`src/include/scpt_pkg.sv`:
```
/*
  scpt_pkg: constants and carrier types for the system clock prescaler
  and rc trim block. assumes an axi4-lite slave with 32-bit data.
*/
package scpt_pkg;
  // register indices as printed; byte address is four times the index
  localparam logic [7:0] SCPT_IDX_DIVIDE_CONTROL = 8'h61;
  localparam logic [7:0] SCPT_IDX_RC_TRIM = 8'h66;
  localparam logic [7:0] SCPT_IDX_FUSE_STATUS = 8'h68;
  localparam logic [11:0] SCPT_ADDR_DIVIDE_CONTROL = {2'b00, SCPT_IDX_DIVIDE_CONTROL, 2'b00};
  localparam logic [11:0] SCPT_ADDR_RC_TRIM = {2'b00, SCPT_IDX_RC_TRIM, 2'b00};
  localparam logic [11:0] SCPT_ADDR_FUSE_STATUS = {2'b00, SCPT_IDX_FUSE_STATUS, 2'b00};
  // field positions
  localparam int SCPT_UNLOCK_BIT = 7;
  localparam int SCPT_TRIM_RANGE_BIT = 7;
  // reset values
  localparam logic [3:0] SCPT_SEL_RESET_PLAIN = 4'h0;
  localparam logic [3:0] SCPT_SEL_RESET_DIV8 = 4'h3;
  localparam logic [7:0] SCPT_TRIM_RESET = 8'h00;
  // encodings
  localparam logic [3:0] SCPT_SEL_MAX_POW = 4'h8;
  localparam logic [3:0] SCPT_SEL_RC_DIV1 = 4'hF;
  // timing: unlock window in undivided source clock cycles
  localparam logic [2:0] SCPT_UNLOCK_CYCLES = 3'h4;
  localparam logic [1:0] SCPT_RESP_OKAY = 2'b00;
  localparam logic [1:0] SCPT_RESP_SLVERR = 2'b10;

  typedef enum logic [1:0] {
    SCPT_SW_IDLE = 2'b00,
    SCPT_SW_WAIT = 2'b01
  } scpt_sw_state_t;

  typedef struct packed {
    logic core_clk;
    logic io_clk;
    logic conv_clk;
    logic mem_clk;
  } scpt_clk_out_t;
endpackage : scpt_pkg

```
`src/core/scpt_prescaler.sv`:
```
/*
  scpt_prescaler: system clock prescaler with timed unlock and rc
  oscillator trim register, reached over axi4-lite.
  assumes SYS_CLK_I is the undivided source clock and the fuse and
  source-select inputs are static after reset.
*/
// Operation
// divide source clock for all derived clocks
// switch divided clock without glitches
// no intermediate frequency above old/new
// ripple-style counter on undivided clock
// new rate after two active edges
// unlock set only with other bits zero
// software writes select within four cycles
// unlock clears after four cycles or select write
// rewriting unlock neither extends nor clears
// software keeps interrupts off during sequence
// select 0..8 divides by two to select
// rc source doubles each division factor
// 0xF divides by one, rc only; code divides by one for 0xF on either source
// no programming with rc and 0xF
// reset select from divide-by-eight fuse
// any select accepted through unlock
// software picks safe division factor
// trim loaded with factory value at reset
// trim bit7 picks low or high range
// trim low bits tune monotonically
// memory write timing follows trimmed rc
// reserved prescale bits read zero
`timescale 1ns/1ps
module scpt_prescaler
  import scpt_pkg::*;
#(
  parameter int CNT_W = 10,
  parameter logic [7:0] FACTORY_TRIM = 8'h5A // arbitrary default
) (
  // clock and reset
  input wire logic SYS_CLK_I,
  input wire logic RESET_I,
  // straps
  input wire logic RESET_DIVIDE_BY_EIGHT_FUSE_I,
  input wire logic RC_SOURCE_SELECTED_I,
  // axi4-lite write
  input wire logic [11:0] S_AXI_AWADDR_I,
  input wire logic S_AXI_AWVALID_I,
  output logic S_AXI_AWREADY_O,
  input wire logic [31:0] S_AXI_WDATA_I,
  input wire logic [3:0] S_AXI_WSTRB_I,
  input wire logic S_AXI_WVALID_I,
  output logic S_AXI_WREADY_O,
  output logic [1:0] S_AXI_BRESP_O,
  output logic S_AXI_BVALID_O,
  input wire logic S_AXI_BREADY_I,
  // axi4-lite read
  input wire logic [11:0] S_AXI_ARADDR_I,
  input wire logic S_AXI_ARVALID_I,
  output logic S_AXI_ARREADY_O,
  output logic [31:0] S_AXI_RDATA_O,
  output logic [1:0] S_AXI_RRESP_O,
  output logic S_AXI_RVALID_O,
  input wire logic S_AXI_RREADY_I,
  // derived clocks and trim
  output scpt_pkg::scpt_clk_out_t CLK_OUT_O,
  output logic [7:0] RC_TRIM_O,
  output logic MEM_PROGRAM_ALLOWED_O
);
  import scpt_pkg::*;

  // the slowest rate needs an eight-bit half count; two spare bits kept
  if (CNT_W < 10) begin : g_cnt_w_check
    $error("CNT_W must be at least 10");
  end

  // write channel capture, address and data in either order
  logic aw_held_r, w_held_r, bvalid_r;
  logic [11:0] awaddr_r;
  logic [31:0] wdata_r;
  logic [3:0] wstrb_r;
  logic [1:0] bresp_r;
  logic arvalid_ok, rvalid_r;
  logic [31:0] rdata_r;
  logic [1:0] rresp_r;

  assign S_AXI_AWREADY_O = !aw_held_r && !bvalid_r;
  assign S_AXI_WREADY_O = !w_held_r && !bvalid_r;
  assign S_AXI_BVALID_O = bvalid_r;
  assign S_AXI_BRESP_O = bresp_r;
  assign S_AXI_ARREADY_O = !rvalid_r;
  assign S_AXI_RVALID_O = rvalid_r;
  assign S_AXI_RDATA_O = rdata_r;
  assign S_AXI_RRESP_O = rresp_r;

  wire aw_take = S_AXI_AWVALID_I && S_AXI_AWREADY_O;
  wire w_take = S_AXI_WVALID_I && S_AXI_WREADY_O;
  wire aw_have = aw_held_r || aw_take;
  wire w_have = w_held_r || w_take;
  wire wr_fire = aw_have && w_have && !bvalid_r;
  wire [11:0] wr_addr = aw_held_r ? awaddr_r : S_AXI_AWADDR_I;
  wire [31:0] wr_data = w_held_r ? wdata_r : S_AXI_WDATA_I;
  wire wr_lane0 = w_held_r ? wstrb_r[0] : S_AXI_WSTRB_I[0];

  function automatic logic addr_mapped(input logic [11:0] a);
    addr_mapped = (a == SCPT_ADDR_DIVIDE_CONTROL) || (a == SCPT_ADDR_RC_TRIM)
      || (a == SCPT_ADDR_FUSE_STATUS);
  endfunction : addr_mapped

  wire wr_ctrl = wr_fire && wr_lane0 && (wr_addr == SCPT_ADDR_DIVIDE_CONTROL);
  wire wr_trim = wr_fire && wr_lane0 && (wr_addr == SCPT_ADDR_RC_TRIM);

  always_ff @(posedge SYS_CLK_I) begin
    if (RESET_I) begin
      aw_held_r <= 1'b0;
      w_held_r <= 1'b0;
      bvalid_r <= 1'b0;
      bresp_r <= SCPT_RESP_OKAY;
      awaddr_r <= 12'h000;
      wdata_r <= 32'h0000_0000;
      wstrb_r <= 4'h0;
    end else begin
      if (aw_take) begin
        awaddr_r <= S_AXI_AWADDR_I;
      end
      if (w_take) begin
        wdata_r <= S_AXI_WDATA_I;
        wstrb_r <= S_AXI_WSTRB_I;
      end
      aw_held_r <= aw_have && !wr_fire;
      w_held_r <= w_have && !wr_fire;
      if (wr_fire) begin
        bvalid_r <= 1'b1;
        bresp_r <= addr_mapped(wr_addr) ? SCPT_RESP_OKAY : SCPT_RESP_SLVERR;
      end else if (S_AXI_BREADY_I) begin
        bvalid_r <= 1'b0;
      end
    end
  end

  // unlock and select
  logic unlock_r;
  logic [2:0] unlock_cnt_r;
  logic [3:0] sel_r;
  logic [7:0] trim_r;
  logic fuse_cap_r;
  // unlock only with all other bits zero; a rewrite while armed is ignored
  wire unlock_req = wr_ctrl && wr_data[SCPT_UNLOCK_BIT] && (wr_data[6:0] == 7'h00);
  wire sel_write = wr_ctrl && !wr_data[SCPT_UNLOCK_BIT];
  wire sel_commit = sel_write && unlock_r;
  wire unlock_expire = unlock_r && (unlock_cnt_r == SCPT_UNLOCK_CYCLES - 3'h1);

  always_ff @(posedge SYS_CLK_I) begin
    if (RESET_I) begin
      unlock_r <= 1'b0;
      unlock_cnt_r <= 3'h0;
      trim_r <= SCPT_TRIM_RESET;
      sel_r <= SCPT_SEL_RESET_PLAIN;
      fuse_cap_r <= 1'b0;
    end else begin
      fuse_cap_r <= RESET_DIVIDE_BY_EIGHT_FUSE_I;
      if (unlock_r) begin
        unlock_cnt_r <= unlock_cnt_r + 3'h1;
        if (sel_write || unlock_expire) begin
          unlock_r <= 1'b0;
        end
      end else if (unlock_req) begin
        unlock_r <= 1'b1;
        unlock_cnt_r <= 3'h0;
      end
      if (sel_commit) begin
        sel_r <= wr_data[3:0];
      end
      if (wr_trim) begin
        trim_r <= wr_data[7:0];
      end
    end
  end

  // straps caught after release: first clean cycle loads reset values
  logic loaded_r;
  always_ff @(posedge SYS_CLK_I) begin
    if (RESET_I) begin
      loaded_r <= 1'b0;
    end else begin
      loaded_r <= 1'b1;
    end
  end
  wire [3:0] reset_sel = fuse_cap_r ? SCPT_SEL_RESET_DIV8 : SCPT_SEL_RESET_PLAIN;
  wire [7:0] trim_init = FACTORY_TRIM;
  logic [3:0] sel_eff;
  logic [7:0] trim_eff;
  logic sel_over_r, trim_over_r;
  always_ff @(posedge SYS_CLK_I) begin
    if (RESET_I) begin
      sel_over_r <= 1'b0;
      trim_over_r <= 1'b0;
    end else begin
      sel_over_r <= sel_over_r || (loaded_r && sel_commit);
      trim_over_r <= trim_over_r || (loaded_r && wr_trim);
    end
  end
  assign sel_eff = sel_over_r ? sel_r : reset_sel;
  assign trim_eff = trim_over_r ? trim_r : trim_init;
  // trim drives the rc: bit7 range, bits 6..0 fine, so memory timing follows it
  assign RC_TRIM_O = trim_eff;

  // divide exponent: 2^sel, rc source one more; 0xF gives 1 on either source
  function automatic logic [3:0] div_exp(input logic [3:0] s, input logic rc);
    if (s == SCPT_SEL_RC_DIV1) begin
      div_exp = 4'h0;
    end else if (s > SCPT_SEL_MAX_POW) begin
      div_exp = rc ? 4'h1 : 4'h0; // reserved codes: keep safe minimum
    end else begin
      div_exp = s + (rc ? 4'h1 : 4'h0);
    end
  endfunction : div_exp

  // divider: counter on the undivided clock; the rate changes only when
  // the running count wraps, so no short pulse and no faster interim rate
  logic [CNT_W-1:0] cnt_r;
  logic [3:0] exp_r, exp_pend_r;
  logic clk_div_r;
  wire [3:0] exp_req = div_exp(sel_eff, RC_SOURCE_SELECTED_I);
  wire [CNT_W-1:0] half_mask = (exp_r == 4'h0) ? '0
    : CNT_W'((1 << (exp_r - 4'h1)) - 1);
  wire at_half = (cnt_r == half_mask);
  wire period_end = (exp_r == 4'h0) || (clk_div_r == 1'b0 && at_half);

  always_ff @(posedge SYS_CLK_I) begin
    if (RESET_I) begin
      cnt_r <= '0;
      exp_r <= 4'h0;
      exp_pend_r <= 4'h0;
      clk_div_r <= 1'b1;
    end else begin
      exp_pend_r <= exp_req;
      if (exp_r == 4'h0) begin
        clk_div_r <= 1'b1;
        exp_r <= exp_pend_r;
        cnt_r <= '0;
      end else if (at_half) begin
        cnt_r <= '0;
        clk_div_r <= !clk_div_r;
        if (period_end) begin
          exp_r <= exp_pend_r;
        end
      end else begin
        cnt_r <= cnt_r + CNT_W'(1);
      end
    end
  end

  // undivided: pass the source clock; divided: the registered toggle
  wire clk_sel = (exp_r == 4'h0) ? SYS_CLK_I : clk_div_r;
  assign CLK_OUT_O.core_clk = clk_sel;
  assign CLK_OUT_O.io_clk = clk_sel;
  assign CLK_OUT_O.conv_clk = clk_sel;
  assign CLK_OUT_O.mem_clk = clk_sel;
  assign MEM_PROGRAM_ALLOWED_O = !(RC_SOURCE_SELECTED_I && sel_eff == SCPT_SEL_RC_DIV1);

  // reads
  assign arvalid_ok = S_AXI_ARVALID_I && S_AXI_ARREADY_O;
  wire [31:0] rd_word =
    (S_AXI_ARADDR_I == SCPT_ADDR_DIVIDE_CONTROL) ? {24'h00_0000, unlock_r, 3'b000, sel_eff}
    : (S_AXI_ARADDR_I == SCPT_ADDR_RC_TRIM) ? {24'h00_0000, trim_eff}
    : (S_AXI_ARADDR_I == SCPT_ADDR_FUSE_STATUS)
      ? {28'h000_0000, exp_r == 4'h0, MEM_PROGRAM_ALLOWED_O, RC_SOURCE_SELECTED_I, fuse_cap_r}
    : 32'h0000_0000;
  always_ff @(posedge SYS_CLK_I) begin
    if (RESET_I) begin
      rvalid_r <= 1'b0;
      rdata_r <= 32'h0000_0000;
      rresp_r <= SCPT_RESP_OKAY;
    end else if (arvalid_ok) begin
      rvalid_r <= 1'b1;
      rdata_r <= rd_word;
      rresp_r <= addr_mapped(S_AXI_ARADDR_I) ? SCPT_RESP_OKAY : SCPT_RESP_SLVERR;
    end else if (S_AXI_RREADY_I) begin
      rvalid_r <= 1'b0;
    end
  end
endmodule : scpt_prescaler

```
`config.mk`:
```
export PLATFORM = sky130hd
export DESIGN_NAME = scpt_prescaler
export DESIGN_NICKNAME = d
export VERILOG_FILES = /design/src/include/scpt_pkg.sv /design/src/core/scpt_prescaler.sv
export SDC_FILE = /design/constraint.sdc
export NUM_CORES = 1
export LEC_CHECK = 0
export BUFFER_PORTS_ARGS = -buffer_cell sky130_fd_sc_hd__buf_2
export CORE_MARGIN = 5
export CORE_UTILIZATION = 55
export CTS_BUF_LIST = sky130_fd_sc_hd__clkbuf_2
export DETAILED_ROUTE_END_ITERATION = 12
export PLACE_DENSITY = 0.85
export SYNTH_ARGS = -nofsm -noshare
export SYNTH_HDL_FRONTEND = slang
export SYNTH_SLANG_ARGS = --single-unit
```
`constraint.sdc`:
```
create_clock -name SYS_CLK_I -period 4.2 [get_ports SYS_CLK_I]
set_input_delay 0.63 -clock SYS_CLK_I [delete_from_list [all_inputs] [get_ports SYS_CLK_I]]
set_output_delay 0.63 -clock SYS_CLK_I [all_outputs]
set_load 0.02 [all_outputs]
```
==> impl_metrics.tcl <==
set metrics [dict create \
    status "finished clean" \
    drv_cap 0 \
    seq_area_frac_synth_pct 37.1 \
    yosys_warnings 0 \
    route.detailed.drc 0 \
    syn2layout_area_growth_pct 8.97 \
    worstSetupStartpoint "SYS_CLK_I" \
    crit_top_cell "clkbuf_2" \
    final_antenna_net_count 0 \
    cts_resized 0 \
    grt.total_usage_pct 20.7 \
    r2r_end "exp_r[1]" \
    ctsHoldBuffers 0 \
    fin_worst_skew_ns 0.0222 \
    tightest_slew_ns 0.942 \
    die-area_sq_um 9060 \
    max_stage_delay_ns 0.26 \
    multi_input_area_sq_um 2170 \
    synth_area_leader_cell "dfxtp_1" \
    n_antenna_cell 0 \
    ir_drop_mv 0.236 \
    n_fill_cell 639 \
    chipHeight_microns 95.2 \
    layout-drive-gt1-share_pct 21.5 \
    place_congestion 0.897 \
    synth.distinct_cells 65 \
    endpoint_kind "output pin" \
    synth_edf_count 0 \
    final-seq-area_sq_um 1480 \
    slew_headroom_pct 36.9 \
    hpwl_mm 6.37 \
    fin_total_pwr_mw 1.67 \
    path_clk_slew_ns 0.20 \
    reg2reg_from "exp_r[1]" \
    firstDrtPassIters 5 \
    wl_mm 8.83 \
    ys.flop_type "dfxtp_1" \
    start_util_pct 55.6 \
    core_area_sq_um 7180 \
    crit_end "CLK_OUT_O[2]" \
    io_pins 123 \
    postCtsSetupBuffers 0 \
    final_max_slew_viol_count 0 \
    cts_tree "yes" \
    reg2regPathDepth 10 \
    synthTopCellsByArea "dfxtp_1 (37%), nand2_1 (7.1%), buf_4 (5.6%)" \
    port_buffers 69 \
    power_density_nw_per_um2 384 \
    wl_per_cell_microns 13.8 \
    routed_via_density 5.47 \
    layout.cells.non_filler 642 \
    synth_top_area_share_pct 37.1 \
    fp-row-count 31 \
    antenna_found_initial 0 \
    initialDrtViolationCount 151 \
    slowest_stage "mux2_2" \
    grt_pass1_vias 3305 \
    cp.required_ns 3.57 \
    insertion_delay_ns 0.58 \
    gr-total-overflow 0 \
    via_count 3511 \
    tns_ns 0 \
    arrival_ns 3.40 \
    avgSynthCellArea_sq_um 8.35 \
    async_flop_share_pct 0 \
    rsz0062_at_grt "no" \
    worstSetupPathType "clock port to output pin" \
    hold_viol 0 \
    grt_first_pass_wirelength_mm 14.6 \
    rrSetupSlack_ns 1.05 \
    layout.nets 614 \
    die_x_microns 95.2 \
    setup_viol 0 \
    grt_max_degree 49 \
    synthCells 478 \
    syn-cell-area_sq_um 3990 \
    p_leak_nw 1.73 \
    ys_ff_latch 74 \
    cp_cell_sequence "clkbuf_2 -> clkbuf_2 -> clkbuf_2 -> clkbuf_2 -> clkbuf_2 -> clkbuf_2 -> clkbuf_2 -> mux2_2 -> clkbuf_2 -> clkbuf_2 -> buf_2" \
    start_kind "clock port" \
    dp.cells 616 \
    critPathMaxFanout 2 \
    hold_path.class "input port to register" \
]
[placed cells by master (no fill, tap or decap), types with 3 or more instances in the layout]
cell type and count:
and3_1 4, dfxtp_1 74, nor3_1 7, nand3_1 12, nand2_1 75, clkbuf_2 21, a221oi_1 3, o32ai_1 4
a21oi_1 39, nand2b_1 9, nand4bb_1 3, or3_1 3, a211oi_1 6, ha_1 6, mux2_2 5, xor2_1 8
mux2i_1 15, o21ai_0 8, inv_1 8, nor2b_1 4, buf_2 69, nor3b_1 3, conb_1 26, nor4b_1 8
nor2_1 51, xnor2_1 7, and2_1 8, nor4_1 4, nand3b_1 3
[synth_stat cells, drive strengths merged (6+ instances only)]
cell type  count
buf           42
nor3           8
and3           6
nand2         75
and2           8
clkbuf        14
nor2          52
nand3         13
dfxtp         74
ha             6
a211oi         7
mux2i         15
xor2           8
nor4b          8
inv            9
o21ai          8
nand2b         9
a21oi         39
xnor2          7
[worst max-delay path: cells and delay by family]
kind,cells,cell delay (ns)
buffers and inverters,10,1.05
multiplexers,1,0.26
[power breakdown]
group          internal [mW]  switching (mW)  total [mW]  leakage [nW]
logic                  0.101           0.160       0.261         0.985
clock network          0.291           0.346       0.636         0.137
registers              0.735          0.0393       0.774         0.603
total                   1.13           0.545        1.67          1.73
[cells by family (layout without fill, tap and decap cells)]
logic type	count (synthesis)	after routing	synth area share [%]
AOI/OAI and AO/OA	87	87	14.5
xor gates and xnor gates	15	15	3.29
adders and majority gates	6	6	1.88
buffers and inverters	65	105	10.8
DFF	74	74	37.1
muxes	20	20	5.17
other	1	26	0.0940
and+or+nand+nor	210	210	27.1
[how the worst min path moves through the flow]
stage,start,endpoint,cells after the start
6_report,S_AXI_RREADY_I,S_AXI_RVALID_O,2
3_3_place_gp,exp_pend_r[2],exp_r[2],2
5_1_grt,S_AXI_RREADY_I,S_AXI_RVALID_O,2
2_1_floorplan,exp_pend_r[0],exp_r[0],2
3_5_place_dp,exp_pend_r[0],exp_r[0],2
4_1_cts,S_AXI_RREADY_I,S_AXI_RVALID_O,2
[metrics by stage]
step	cell area, sq um	setup slack (ns)	util (%)	hold slack (ns)
after detailed placement	4160	1.05	58.0	0.439
final	4350	0.169	60.6	0.202
after global placement	4160	1.05	58.0	0.433
after global routing	4350	0.106	60.6	0.158
after CTS	4350	0.119	60.6	0.153
after floorplan	4090	1.04	-	0.426
[registers in the layout (all words and copies together), names as in the netlist, 3 cells and up]
register / count
S_AXI_RDATA_O: 8
awaddr_r: 12
cnt_r: 10
exp_pend_r: 4
exp_r: 4
sel_r: 4
trim_r: 8
unlock_cnt_r: 3
wdata_r: 8
[cell type report]
cell class | count | share of cell area [%]
inverter | 9 | 0.777
clock inverter | 5 | 1.84
clock buffer | 25 | 2.88
tap | 99 | 2.85
sequential | 74 | 34.1
timing repair buffer | 66 | 7.65
multi-input combinational | 364 | 49.9
[metal layers]
| layer | wire length [microns] | track usage [%] | vias to the layer above |
|---|---|---|---|
| met3 | 555 | 6.00 | 21 |
| met4 | 169 | 11.3 | 0 |
| li1 | - | - | 1736 |
| met5 | 0 | 0 | - |
| met2 | 4450 | 35.1 | 112 |
| met1 | 3660 | 23.3 | 1642 |
Power figures use the tool's default switching activity.
